`src/logic/sleep_wakeup_map.vh`:
```
// Register map, field positions and timing constants of the sleep/wake controller
`ifndef SLEEP_WAKEUP_MAP_VH
`define SLEEP_WAKEUP_MAP_VH
// ****************************************
// Register offsets
// ****************************************
`define ADDR_PIN_CHANGE_EN  4'h0
`define ADDR_INT_CONTROL    4'h1
`define ADDR_PERIPH_EN_1    4'h2
`define ADDR_PERIPH_EN_2    4'h3
`define ADDR_PERIPH_FLAG_1  4'h4
`define ADDR_PERIPH_FLAG_2  4'h5
`define ADDR_POWER_STATUS   4'h6
`define ADDR_CONFIG         4'h7
`define ADDR_EVT_STATUS     4'h8
`define ADDR_EVT_ENABLE     4'h9
`define ADDR_EVT_CLEAR      4'hA
// ****************************************
// Interrupt control fields
// ****************************************
`define IC_GLOBAL_EN  7
`define IC_TIMER0_EN  5
`define IC_EXT_EN     4
`define IC_CHANGE_EN  3
`define IC_TIMER0_FLG 2
`define IC_EXT_FLG    1
`define IC_CHANGE_FLG 0
// ****************************************
// Peripheral flag 1 and 2 fields
// ****************************************
`define P1_GATE  7
`define P1_ADC   6
`define P1_RX    5
`define P1_TX    4
`define P1_SSP   3
`define P1_CAP1  2
`define P1_TMR2  1
`define P1_TIMER_ONE  0
`define P2_CAP2  0
// ****************************************
// Power status, config and event status fields
// ****************************************
`define PS_TIMEOUT   1
`define PS_POWERDOWN 0
`define CFG_OSC_HI   1
`define CFG_OSC_LO   0
`define CFG_WDT_EN   2
`define CFG_T1_ASYNC 3
`define CFG_RX_SLAVE 4
`define CFG_ADC_RC   5
`define CFG_SSP_SLV  6
`define OSC_LP       2'h0
`define OSC_XT       2'h1
`define OSC_HS       2'h2
`define OSC_EXT_RC   2'h3
`define EVT_WAKE     0
`define EVT_NOP      1
`define EVT_RESET    2
`define EVT_PROG     3
// ****************************************
// Vector and timing
// ****************************************
`define INT_VECTOR     13'h0004
`define OST_PERIODS    1024
`define QUARTER_CYCLES 4
`define DUMMY_INSTR    2
`endif

```
`src/logic/sleep_wakeup_control.v`:
```
// Sleep entry, wake-up sources, status flags and programming-mode entry
`timescale 1ns/1ps
`default_nettype none
`include "sleep_wakeup_map.vh"

module sleep_wakeup_control #(
    parameter OSC_DIV = 1
) (
    // Clock and reset
    input  wire        mclk,
    input  wire        rst_n,
    // Register port
    input  wire [3:0]  reg_addr,
    input  wire [7:0]  reg_wdata,
    input  wire        reg_wr,
    input  wire        reg_rd,
    output reg  [7:0]  reg_rdata,
    // Core handshake
    input  wire        sleep_exec,
    output reg         prefetch_next,
    output reg         core_halt,
    output reg         resume_exec,
    output reg         vector_fetch,
    output reg  [12:0] vector_addr,
    output reg         full_reset,
    output reg         osc_driver_on,
    // Watchdog
    input  wire        watchdog_timeout,
    output reg         watchdog_clear,
    // Interrupt sources
    input  wire        master_clear_pin_n,
    input  wire        ext_int_pin,
    input  wire [7:0]  pin_change_evt,
    input  wire        timer0_evt,
    input  wire [7:0]  periph_evt_1,
    input  wire        capture_two_evt,
    // Status out
    output reg         timeout_flag,
    output reg         powerdown_flag,
    output reg         irq,
    // Serial programming pins
    input  wire        serial_prog_clock,
    input  wire        serial_prog_data_in,
    output reg         serial_prog_data_out,
    output reg         serial_prog_data_oe,
    input  wire        master_clear_prog_voltage,
    input  wire        prog_data_drive,
    input  wire        prog_data_oe_req,
    output reg         prog_mode,
    output reg         prog_clock_sync,
    output reg         prog_data_sync
);

    // ****************************************
    // Constants and states
    // ****************************************
    localparam OST_COUNT  = `OST_PERIODS * OSC_DIV;
    localparam DUMMY_CNT  = `QUARTER_CYCLES * OSC_DIV * (1 + `DUMMY_INSTR);
    localparam CW         = 16;
    localparam ST_RUN     = 5'h01;
    localparam ST_SLEEP   = 5'h02;
    localparam ST_OST     = 5'h04;
    localparam ST_DUMMY   = 5'h08;
    localparam ST_VECTOR  = 5'h10;

    // ****************************************
    // Pin synchronisers
    // ****************************************
    // Bits: 0 master clear, 1 ext pin, 2 prog clock, 3 prog data, 4 prog voltage
    wire [4:0] pin_raw = {master_clear_prog_voltage, serial_prog_data_in,
                          serial_prog_clock, ext_int_pin, master_clear_pin_n};
    reg  [4:0] sync1_reg;
    reg  [4:0] sync2_reg;
    reg  [4:0] sync3_reg;
    reg  [4:0] pin_reg;
    genvar gi;
    generate
        for (gi = 0; gi < 5; gi = gi + 1) begin : g_sync
            always @(posedge mclk) begin
                if (!rst_n) begin
                    sync1_reg[gi] <= (gi == 0) ? 1'h1 : 1'h0;
                    sync2_reg[gi] <= (gi == 0) ? 1'h1 : 1'h0;
                    sync3_reg[gi] <= (gi == 0) ? 1'h1 : 1'h0;
                    pin_reg[gi]   <= (gi == 0) ? 1'h1 : 1'h0;
                end else begin
                    sync1_reg[gi] <= pin_raw[gi];
                    sync2_reg[gi] <= sync1_reg[gi];
                    sync3_reg[gi] <= sync2_reg[gi];
                    // Glitch filter: change counts only when two stages agree
                    if (sync2_reg[gi] == sync3_reg[gi]) begin
                        pin_reg[gi] <= sync3_reg[gi];
                    end
                end
            end
        end
    endgenerate
    wire master_clear_pin_fall = (sync2_reg[0] == sync3_reg[0]) && !sync3_reg[0] && pin_reg[0];
    wire ext_rise  = (sync2_reg[1] == sync3_reg[1]) && sync3_reg[1] && !pin_reg[1];
    wire vpp_rise  = (sync2_reg[4] == sync3_reg[4]) && sync3_reg[4] && !pin_reg[4];

    // ****************************************
    // Registers
    // ****************************************
    reg [4:0]    state_reg;
    reg [CW-1:0] count_reg;
    reg [7:0]    pin_change_en_reg;
    reg [7:0]    int_control_reg;
    reg [7:0]    periph_en_1_reg;
    reg          periph_en_2_reg;
    reg [7:0]    periph_flag_1_reg;
    reg          periph_flag_2_reg;
    reg [6:0]    config_reg;
    reg [3:0]    evt_status_reg;
    reg [3:0]    evt_enable_reg;
    reg          wake_vector_reg;

    wire sleeping  = state_reg[1];
    wire osc_xtal  = (config_reg[`CFG_OSC_HI:`CFG_OSC_LO] != `OSC_EXT_RC);
    wire wdt_on    = config_reg[`CFG_WDT_EN];
    wire global_int_enable       = int_control_reg[`IC_GLOBAL_EN];

    // Clocked sources are masked while asleep; no clock reaches them
    reg [7:0] p1_mask;
    always @* begin
        p1_mask = 8'hFF;
        if (sleeping) begin
            p1_mask = 8'h00;
            p1_mask[`P1_TIMER_ONE] = config_reg[`CFG_T1_ASYNC];
            p1_mask[`P1_RX]   = config_reg[`CFG_RX_SLAVE];
            p1_mask[`P1_ADC]  = config_reg[`CFG_ADC_RC];
            p1_mask[`P1_SSP]  = config_reg[`CFG_SSP_SLV];
            p1_mask[`P1_CAP1] = 1'h1;
        end
    end
    wire [7:0] p1_set   = periph_evt_1 & p1_mask;
    wire       t0_set   = timer0_evt & !sleeping;
    wire       chg_set  = |(pin_change_evt & pin_change_en_reg);

    // Each source wakes only on its own enable; global enable ignored
    wire pending = (int_control_reg[`IC_TIMER0_EN] & int_control_reg[`IC_TIMER0_FLG])
                 | (int_control_reg[`IC_EXT_EN] & int_control_reg[`IC_EXT_FLG])
                 | (int_control_reg[`IC_CHANGE_EN] & int_control_reg[`IC_CHANGE_FLG])
                 | (|(periph_en_1_reg & periph_flag_1_reg))
                 | (periph_en_2_reg & periph_flag_2_reg);

    wire wr_ic  = reg_wr && (reg_addr == `ADDR_INT_CONTROL);
    wire wr_pf1 = reg_wr && (reg_addr == `ADDR_PERIPH_FLAG_1);
    wire wr_pf2 = reg_wr && (reg_addr == `ADDR_PERIPH_FLAG_2);
    wire sleep_go  = sleep_exec && state_reg[0] && !pending;
    wire sleep_nop = sleep_exec && state_reg[0] && pending;
    wire wdt_wake  = sleeping && wdt_on && watchdog_timeout;
    wire int_wake  = sleeping && pending;
    wire any_wake  = wdt_wake || int_wake;
    wire prog_enter = vpp_rise && !pin_reg[2] && !pin_reg[3];

    reg [3:0] evt_set;
    always @* begin
        evt_set = 4'h0;
        evt_set[`EVT_WAKE]  = any_wake;
        evt_set[`EVT_NOP]   = sleep_nop;
        evt_set[`EVT_RESET] = master_clear_pin_fall;
        evt_set[`EVT_PROG]  = prog_enter;
    end

    // ****************************************
    // Interrupt and enable registers
    // ****************************************
    always @(posedge mclk) begin
        if (!rst_n) begin
            pin_change_en_reg <= 8'h00;
            int_control_reg   <= 8'h00;
            periph_en_1_reg   <= 8'h00;
            periph_en_2_reg   <= 1'h0;
            periph_flag_1_reg <= 8'h00;
            periph_flag_2_reg <= 1'h0;
            config_reg        <= 7'h00;
            evt_status_reg    <= 4'h0;
            evt_enable_reg    <= 4'h0;
        end else begin
            if (reg_wr && reg_addr == `ADDR_PIN_CHANGE_EN) begin
                pin_change_en_reg <= reg_wdata;
            end
            if (reg_wr && reg_addr == `ADDR_PERIPH_EN_1) begin
                periph_en_1_reg <= reg_wdata;
            end
            if (reg_wr && reg_addr == `ADDR_PERIPH_EN_2) begin
                periph_en_2_reg <= reg_wdata[`P2_CAP2];
            end
            if (reg_wr && reg_addr == `ADDR_CONFIG) begin
                config_reg <= reg_wdata[6:0];
            end
            if (reg_wr && reg_addr == `ADDR_EVT_ENABLE) begin
                evt_enable_reg <= reg_wdata[3:0];
            end
            // Hardware set wins over a software write in the same cycle
            int_control_reg <= (wr_ic ? reg_wdata : int_control_reg)
                             | {5'h00, t0_set, ext_rise, chg_set};
            periph_flag_1_reg <= (wr_pf1 ? reg_wdata : periph_flag_1_reg) | p1_set;
            periph_flag_2_reg <= (wr_pf2 ? reg_wdata[`P2_CAP2] : periph_flag_2_reg)
                               | capture_two_evt;
            evt_status_reg <= (evt_status_reg
                             & ~((reg_wr && reg_addr == `ADDR_EVT_CLEAR) ?
                                 reg_wdata[3:0] : 4'h0))
                             | evt_set;
        end
    end

    // ****************************************
    // Sleep and wake sequencer
    // ****************************************
    always @(posedge mclk) begin
        if (!rst_n) begin
            state_reg       <= ST_RUN;
            count_reg       <= {CW{1'h0}};
            timeout_flag    <= 1'h1;
            powerdown_flag  <= 1'h1;
            prefetch_next   <= 1'h0;
            core_halt       <= 1'h0;
            resume_exec     <= 1'h0;
            vector_fetch    <= 1'h0;
            vector_addr     <= 13'h0000;
            full_reset      <= 1'h0;
            osc_driver_on   <= 1'h1;
            watchdog_clear  <= 1'h0;
            wake_vector_reg <= 1'h0;
        end else begin
            prefetch_next  <= 1'h0;
            resume_exec    <= 1'h0;
            vector_fetch   <= 1'h0;
            full_reset     <= 1'h0;
            watchdog_clear <= 1'h0;
            if (master_clear_pin_fall) begin
                // Master clear always ends in a full reset
                full_reset     <= 1'h1;
                state_reg      <= ST_RUN;
                core_halt      <= 1'h0;
                osc_driver_on  <= 1'h1;
            end else begin
                case (state_reg)
                    ST_RUN: begin
                        if (sleep_exec) begin
                            prefetch_next <= 1'h1;
                        end
                        if (sleep_go) begin
                            watchdog_clear <= 1'h1;
                            powerdown_flag <= 1'h0;
                            timeout_flag   <= 1'h1;
                            osc_driver_on  <= 1'h0;
                            core_halt      <= 1'h1;
                            state_reg      <= ST_SLEEP;
                        end
                    end
                    ST_SLEEP: begin
                        if (any_wake) begin
                            watchdog_clear  <= 1'h1;
                            osc_driver_on   <= 1'h1;
                            wake_vector_reg <= int_wake && global_int_enable;
                            if (wdt_wake && !int_wake) begin
                                timeout_flag <= 1'h0;
                            end
                            // Crystal needs a start-up wait
                            count_reg <= osc_xtal ? OST_COUNT[CW-1:0] : {CW{1'h0}};
                            state_reg <= ST_OST;
                        end
                    end
                    ST_OST: begin
                        if (count_reg <= {{(CW-1){1'h0}}, 1'h1}) begin
                            core_halt   <= 1'h0;
                            resume_exec <= 1'h1;
                            count_reg   <= DUMMY_CNT[CW-1:0];
                            state_reg   <= wake_vector_reg ? ST_DUMMY : ST_RUN;
                        end else begin
                            count_reg <= count_reg - {{(CW-1){1'h0}}, 1'h1};
                        end
                    end
                    ST_DUMMY: begin
                        // Prefetched instruction runs, then dummy cycles
                        if (count_reg <= {{(CW-1){1'h0}}, 1'h1}) begin
                            state_reg <= ST_VECTOR;
                        end else begin
                            count_reg <= count_reg - {{(CW-1){1'h0}}, 1'h1};
                        end
                    end
                    ST_VECTOR: begin
                        vector_fetch <= 1'h1;
                        vector_addr  <= `INT_VECTOR;
                        state_reg    <= ST_RUN;
                    end
                    default: begin
                        state_reg <= ST_RUN;
                    end
                endcase
            end
        end
    end

    // ****************************************
    // Programming mode pins
    // ****************************************
    always @(posedge mclk) begin
        if (!rst_n) begin
            prog_mode            <= 1'h0;
            prog_clock_sync      <= 1'h0;
            prog_data_sync       <= 1'h0;
            serial_prog_data_out <= 1'h0;
            serial_prog_data_oe  <= 1'h0;
        end else begin
            if (prog_enter) begin
                prog_mode <= 1'h1;
            end else if (!pin_reg[4]) begin
                prog_mode <= 1'h0;
            end
            // Clock is input only; data turns round on request
            prog_clock_sync      <= pin_reg[2];
            prog_data_sync       <= pin_reg[3];
            serial_prog_data_out <= prog_data_drive;
            serial_prog_data_oe  <= prog_mode && prog_data_oe_req;
        end
    end

    // ****************************************
    // Register read and interrupt line
    // ****************************************
    always @(posedge mclk) begin
        if (!rst_n) begin
            reg_rdata <= 8'h00;
            irq       <= 1'h0;
        end else begin
            irq <= |(evt_status_reg & evt_enable_reg);
            reg_rdata <= 8'h00;
            if (reg_rd) begin
                case (reg_addr)
                    `ADDR_PIN_CHANGE_EN:  reg_rdata <= pin_change_en_reg;
                    `ADDR_INT_CONTROL:    reg_rdata <= int_control_reg;
                    `ADDR_PERIPH_EN_1:    reg_rdata <= periph_en_1_reg;
                    `ADDR_PERIPH_EN_2:    reg_rdata <= {7'h00, periph_en_2_reg};
                    `ADDR_PERIPH_FLAG_1:  reg_rdata <= periph_flag_1_reg;
                    `ADDR_PERIPH_FLAG_2:  reg_rdata <= {7'h00, periph_flag_2_reg};
                    `ADDR_POWER_STATUS:   reg_rdata <= {6'h00, timeout_flag, powerdown_flag};
                    `ADDR_CONFIG:         reg_rdata <= {1'h0, config_reg};
                    `ADDR_EVT_STATUS:     reg_rdata <= {4'h0, evt_status_reg};
                    `ADDR_EVT_ENABLE:     reg_rdata <= {4'h0, evt_enable_reg};
                    default:              reg_rdata <= 8'h00;
                endcase
            end
        end
    end

endmodule
`default_nettype wire

```
`config.mk`:
```
export PLATFORM = sky130hd
export DESIGN_NAME = sleep_wakeup_control
export DESIGN_NICKNAME = d
export VERILOG_FILES = /design/src/logic/sleep_wakeup_control.v
export VERILOG_INCLUDE_DIRS = /design/src /design/src/logic
export SDC_FILE = /design/constraint.sdc
export NUM_CORES = 1
export LEC_CHECK = 0
export BUFFER_PORTS_ARGS = -buffer_cell sky130_fd_sc_hd__buf_2
export CORE_MARGIN = 2
export CORE_UTILIZATION = 57
export DETAILED_ROUTE_END_ITERATION = 16
export PLACE_DENSITY_LB_ADDON = 0.08
export SLEW_MARGIN = 10
export SYNTH_ARGS = -nofsm -noshare
export SYNTH_HDL_FRONTEND = slang
export SYNTH_SLANG_ARGS = --single-unit
```
`constraint.sdc`:
```
create_clock -name mclk -period 3 [get_ports mclk]
set_clock_uncertainty 0.1 [all_clocks]
set_input_delay 0.6 -clock mclk [delete_from_list [all_inputs] [get_ports mclk]]
set_output_delay 0.6 -clock mclk [all_outputs]
set_load 0.05 [all_outputs]
```
==> flow_summary.json <==
{
  "arrival_ps": 2990,
  "cts_buffer_depth": 2,
  "synth_top_flop_cell": "dfxtp_1",
  "fillers": 680,
  "place_hpwl_um": 9390,
  "muxShareOfSynthArea_pct": 8.77,
  "final-setup-viol-count": 0,
  "area.sequential_um2": 2300,
  "postRouteAntennaNets": 0,
  "r2r-end": "count_reg[5]$_SDFFE_PN0P_",
  "clock_sinks": 115,
  "drive_above_1_share_pct": 19.1,
  "syn_area_um2": 5180,
  "drv_slew": 0,
  "fp.dieW_um": 99.3,
  "synth_area_leader_cell": "dfxtp_1",
  "vias_per_cell": 5.94,
  "grt_antenna_before_repair": 0,
  "drt_iter0_markers": 317,
  "syn_area_per_cell_um2": 8.79,
  "grt_pass1_vias": 4420,
  "synth_top_area_share_pct": 44.4,
  "diodes": 0,
  "powerDensity_nw_per_um2": 658,
  "crit_end": "count_reg[5]$_SDFFE_PN0P_",
  "synth_compound_area_share_pct": 17.9,
  "path_class": "reg2reg",
  "firstDrtPassIters": 5,
  "setup_ws_ps": 304,
  "cts_inserted_buffers": 17,
  "ff2ff_path_depth": 6,
  "h-tree-depth": 4,
  "start_kind": "flip-flop",
  "max_freq_ghz": 0.371,
  "synth_top_family_by_area": "simple AND/OR/NAND/NOR gates",
  "crit_buf_inv": 1,
  "ctsResizeCount": 0,
  "num_rows": 34,
  "grt_pass1_wl_um": 21900,
  "finalSetupTns_ps": 0,
  "synthCells": 589,
  "clk_pin_slew_ps": 60,
  "synthToLayoutAreaGrowth_pct": 18.5,
  "synth_seq_cells": 115,
  "rsz0062_at_grt": "no",
  "seq_area_frac_synth_pct": 44.4,
  "cpMaxStageDelayCell": "o211ai_4",
  "p_leak_nw": 2.72,
  "synth_most_common_cell": "dfxtp_1",
  "dpl_cell_area_um2": 5530,
  "gp_congestion": 0.927,
  "rr_startpoint": "state_reg[1]$_SDFFE_PP0P_",
  "cts_hold_buf": 0,
  "max_stage_delay_ps": 650,
  "multiInputGateArea_um2": 2660,
  "synthSimpleGateAreaFrac_pct": 22.2,
  "io_buffers": 66,
  "slew_headroom_pct": 50.0,
  "startpoint": "state_reg[1]$_SDFFE_PP0P_",
  "ios": 79,
  "root_buffer": "clkbuf_8",
  "critPathTopFamily": "simple AND/OR/NAND/NOR gates",
  "coreArea_um2": 8760,
  "clk_latency_ps": 520,
  "tritoncts": "yes",
  "wirelength_um": 13400,
  "largest_reg_flops": 16,
  "ir_drop_mv": 0.357,
  "synth_xor_xnor_area_share_pct": 0.338,
  "initial_utilization_pct": 59.1,
  "finalCriticalPeriod_ps": 2700,
  "min_path_type": "in2reg",
  "grt_usage_pct": 28.0,
  "die_y_um": 99.3,
  "place_ws_ps": 363,
  "wl_per_cell_um": 17.3,
  "finalInstanceArea_um2": 6140,
  "hold_ws_ps": 170,
  "rrSetupSlack_ps": 300,
  "postCtsSetupBuffers": 0,
  "cp.required_ps": 3300,
  "path_cells": "clkinv_1 > nor4b_1 > nand2_1 > o211ai_4 > or2b_1 > o32ai_1",
  "nets": 701,
  "vias": 4588,
  "cp-end-kind": "flip-flop",
  "final_util_pct": 70.0,
  "grt_max_degree": 36,
  "yosysWarnings": 0,
  "worst_pin_slew_ps": 747,
  "status": "finished clean",
  "dieArea_um2": 9870,
  "async_flop_share_pct": 0,
  "worstSetupPathDepth": 6,
  "synth_fa_ha_area_share_pct": 1.21,
  "ys_top_cells_by_area": "dfxtp_1 44%, mux2i_1 8.1%, a21oi_1 5.2%",
  "synth-edff-count": 0,
  "crit_fanout": 27,
  "netlist_top_cells_count": "115 x dfxtp_1, 66 x nand2_1, 60 x nor2_1",
  "grt.overflow.total": 0,
  "drc_errors": 0,
  "fin_crit_sh_pct": 89.9,
  "drv_cap": 0,
  "hold_viol_final": 0,
  "synth_cell_types": 65
}
placed cells by master, fill, tap and decap left out, types with 8 or more instances in the layout:
master / instances
a21oi_1: 54
and2_1: 16
buf_2: 66
buf_4: 10
clkbuf_16: 16
conb_1: 12
dfxtp_1: 115
mux2i_1: 42
nand2_1: 66
nand2b_1: 8
nand3_1: 27
nor2_1: 60
nor3_1: 10
o21ai_0: 17
or3_1: 9
stage by stage:
| stage | total power [mW] | cells |
|---|---|---|
| 3_5_place_dp | 2.01 | 742 |
| 3_3_place_gp | 2.00 | 742 |
| 5_1_grt | 4.15 | 772 |
| 6_report | 4.04 | 772 |
| 4_1_cts | 4.05 | 772 |
| 2_1_floorplan | 1.91 | 600 |
cells by family after synthesis:
| family | after synthesis |
|---|---|
| adder cells (fa/ha/maj) | 5 |
| flip-flops | 115 |
| XOR/XNOR | 2 |
| AO/OA/AOI/OAI | 135 |
| multiplexers | 45 |
| AND/OR/NAND/NOR | 235 |
| other | 1 |
| buffers and inverters | 51 |
worst reg2reg max path, delay by kind of cell, from the launching register on:
kind | cells | cell delay [ps]
buffers and inverters | 1 | 300
and+or+nand+nor | 3 | 950
DFF | 1 | 460
AOI/OAI and AO/OA | 2 | 770
final cells by class:
cell class	count	area share (%)
clock buffer	21	7.32
clock inverter	9	2.53
inverter	9	0.551
multi-input combinational	434	43.3
sequential	115	37.5
tap	108	2.20
timing repair buffer	76	6.61
how the worst min path moves through the flow:
stage / from / endpoint / slack [ps] / depth (start not counted)
6_report: master_clear_pin_n / sync1_reg[0]$_SDFF_PN1_ / 170 / 2
5_1_grt: master_clear_pin_n / sync1_reg[0]$_SDFF_PN1_ / 160 / 2
4_1_cts: master_clear_pin_n / sync1_reg[0]$_SDFF_PN1_ / 160 / 2
3_5_place_dp: sync1_reg[0]$_SDFF_PN1_ / sync2_reg[0]$_SDFF_PN1_ / 310 / 1
3_3_place_gp: sync1_reg[0]$_SDFF_PN1_ / sync2_reg[0]$_SDFF_PN1_ / 290 / 1
2_1_floorplan: sync1_reg[0]$_SDFF_PN1_ / sync2_reg[0]$_SDFF_PN1_ / 290 / 1
power by group:
group / total, mW / internal (mW) / leakage [nW] / switching (mW)
logic: 0.362 / 0.112 / 1.50 / 0.250
clock network: 2.05 / 1.38 / 0.282 / 0.674
registers: 1.62 / 1.58 / 0.935 / 0.0438
total: 4.04 / 3.07 / 2.72 / 0.967
routing by layer:
layer,share of wire (%),vias up,track usage [%]
met5,0,-,0
met4,1.2,0,6.95
met3,6.8,15,7.59
met2,49,176,46.8
met1,43,2176,36.0
li1,-,2221,-
No activity file was read; power rests on OpenSTA's default activity.
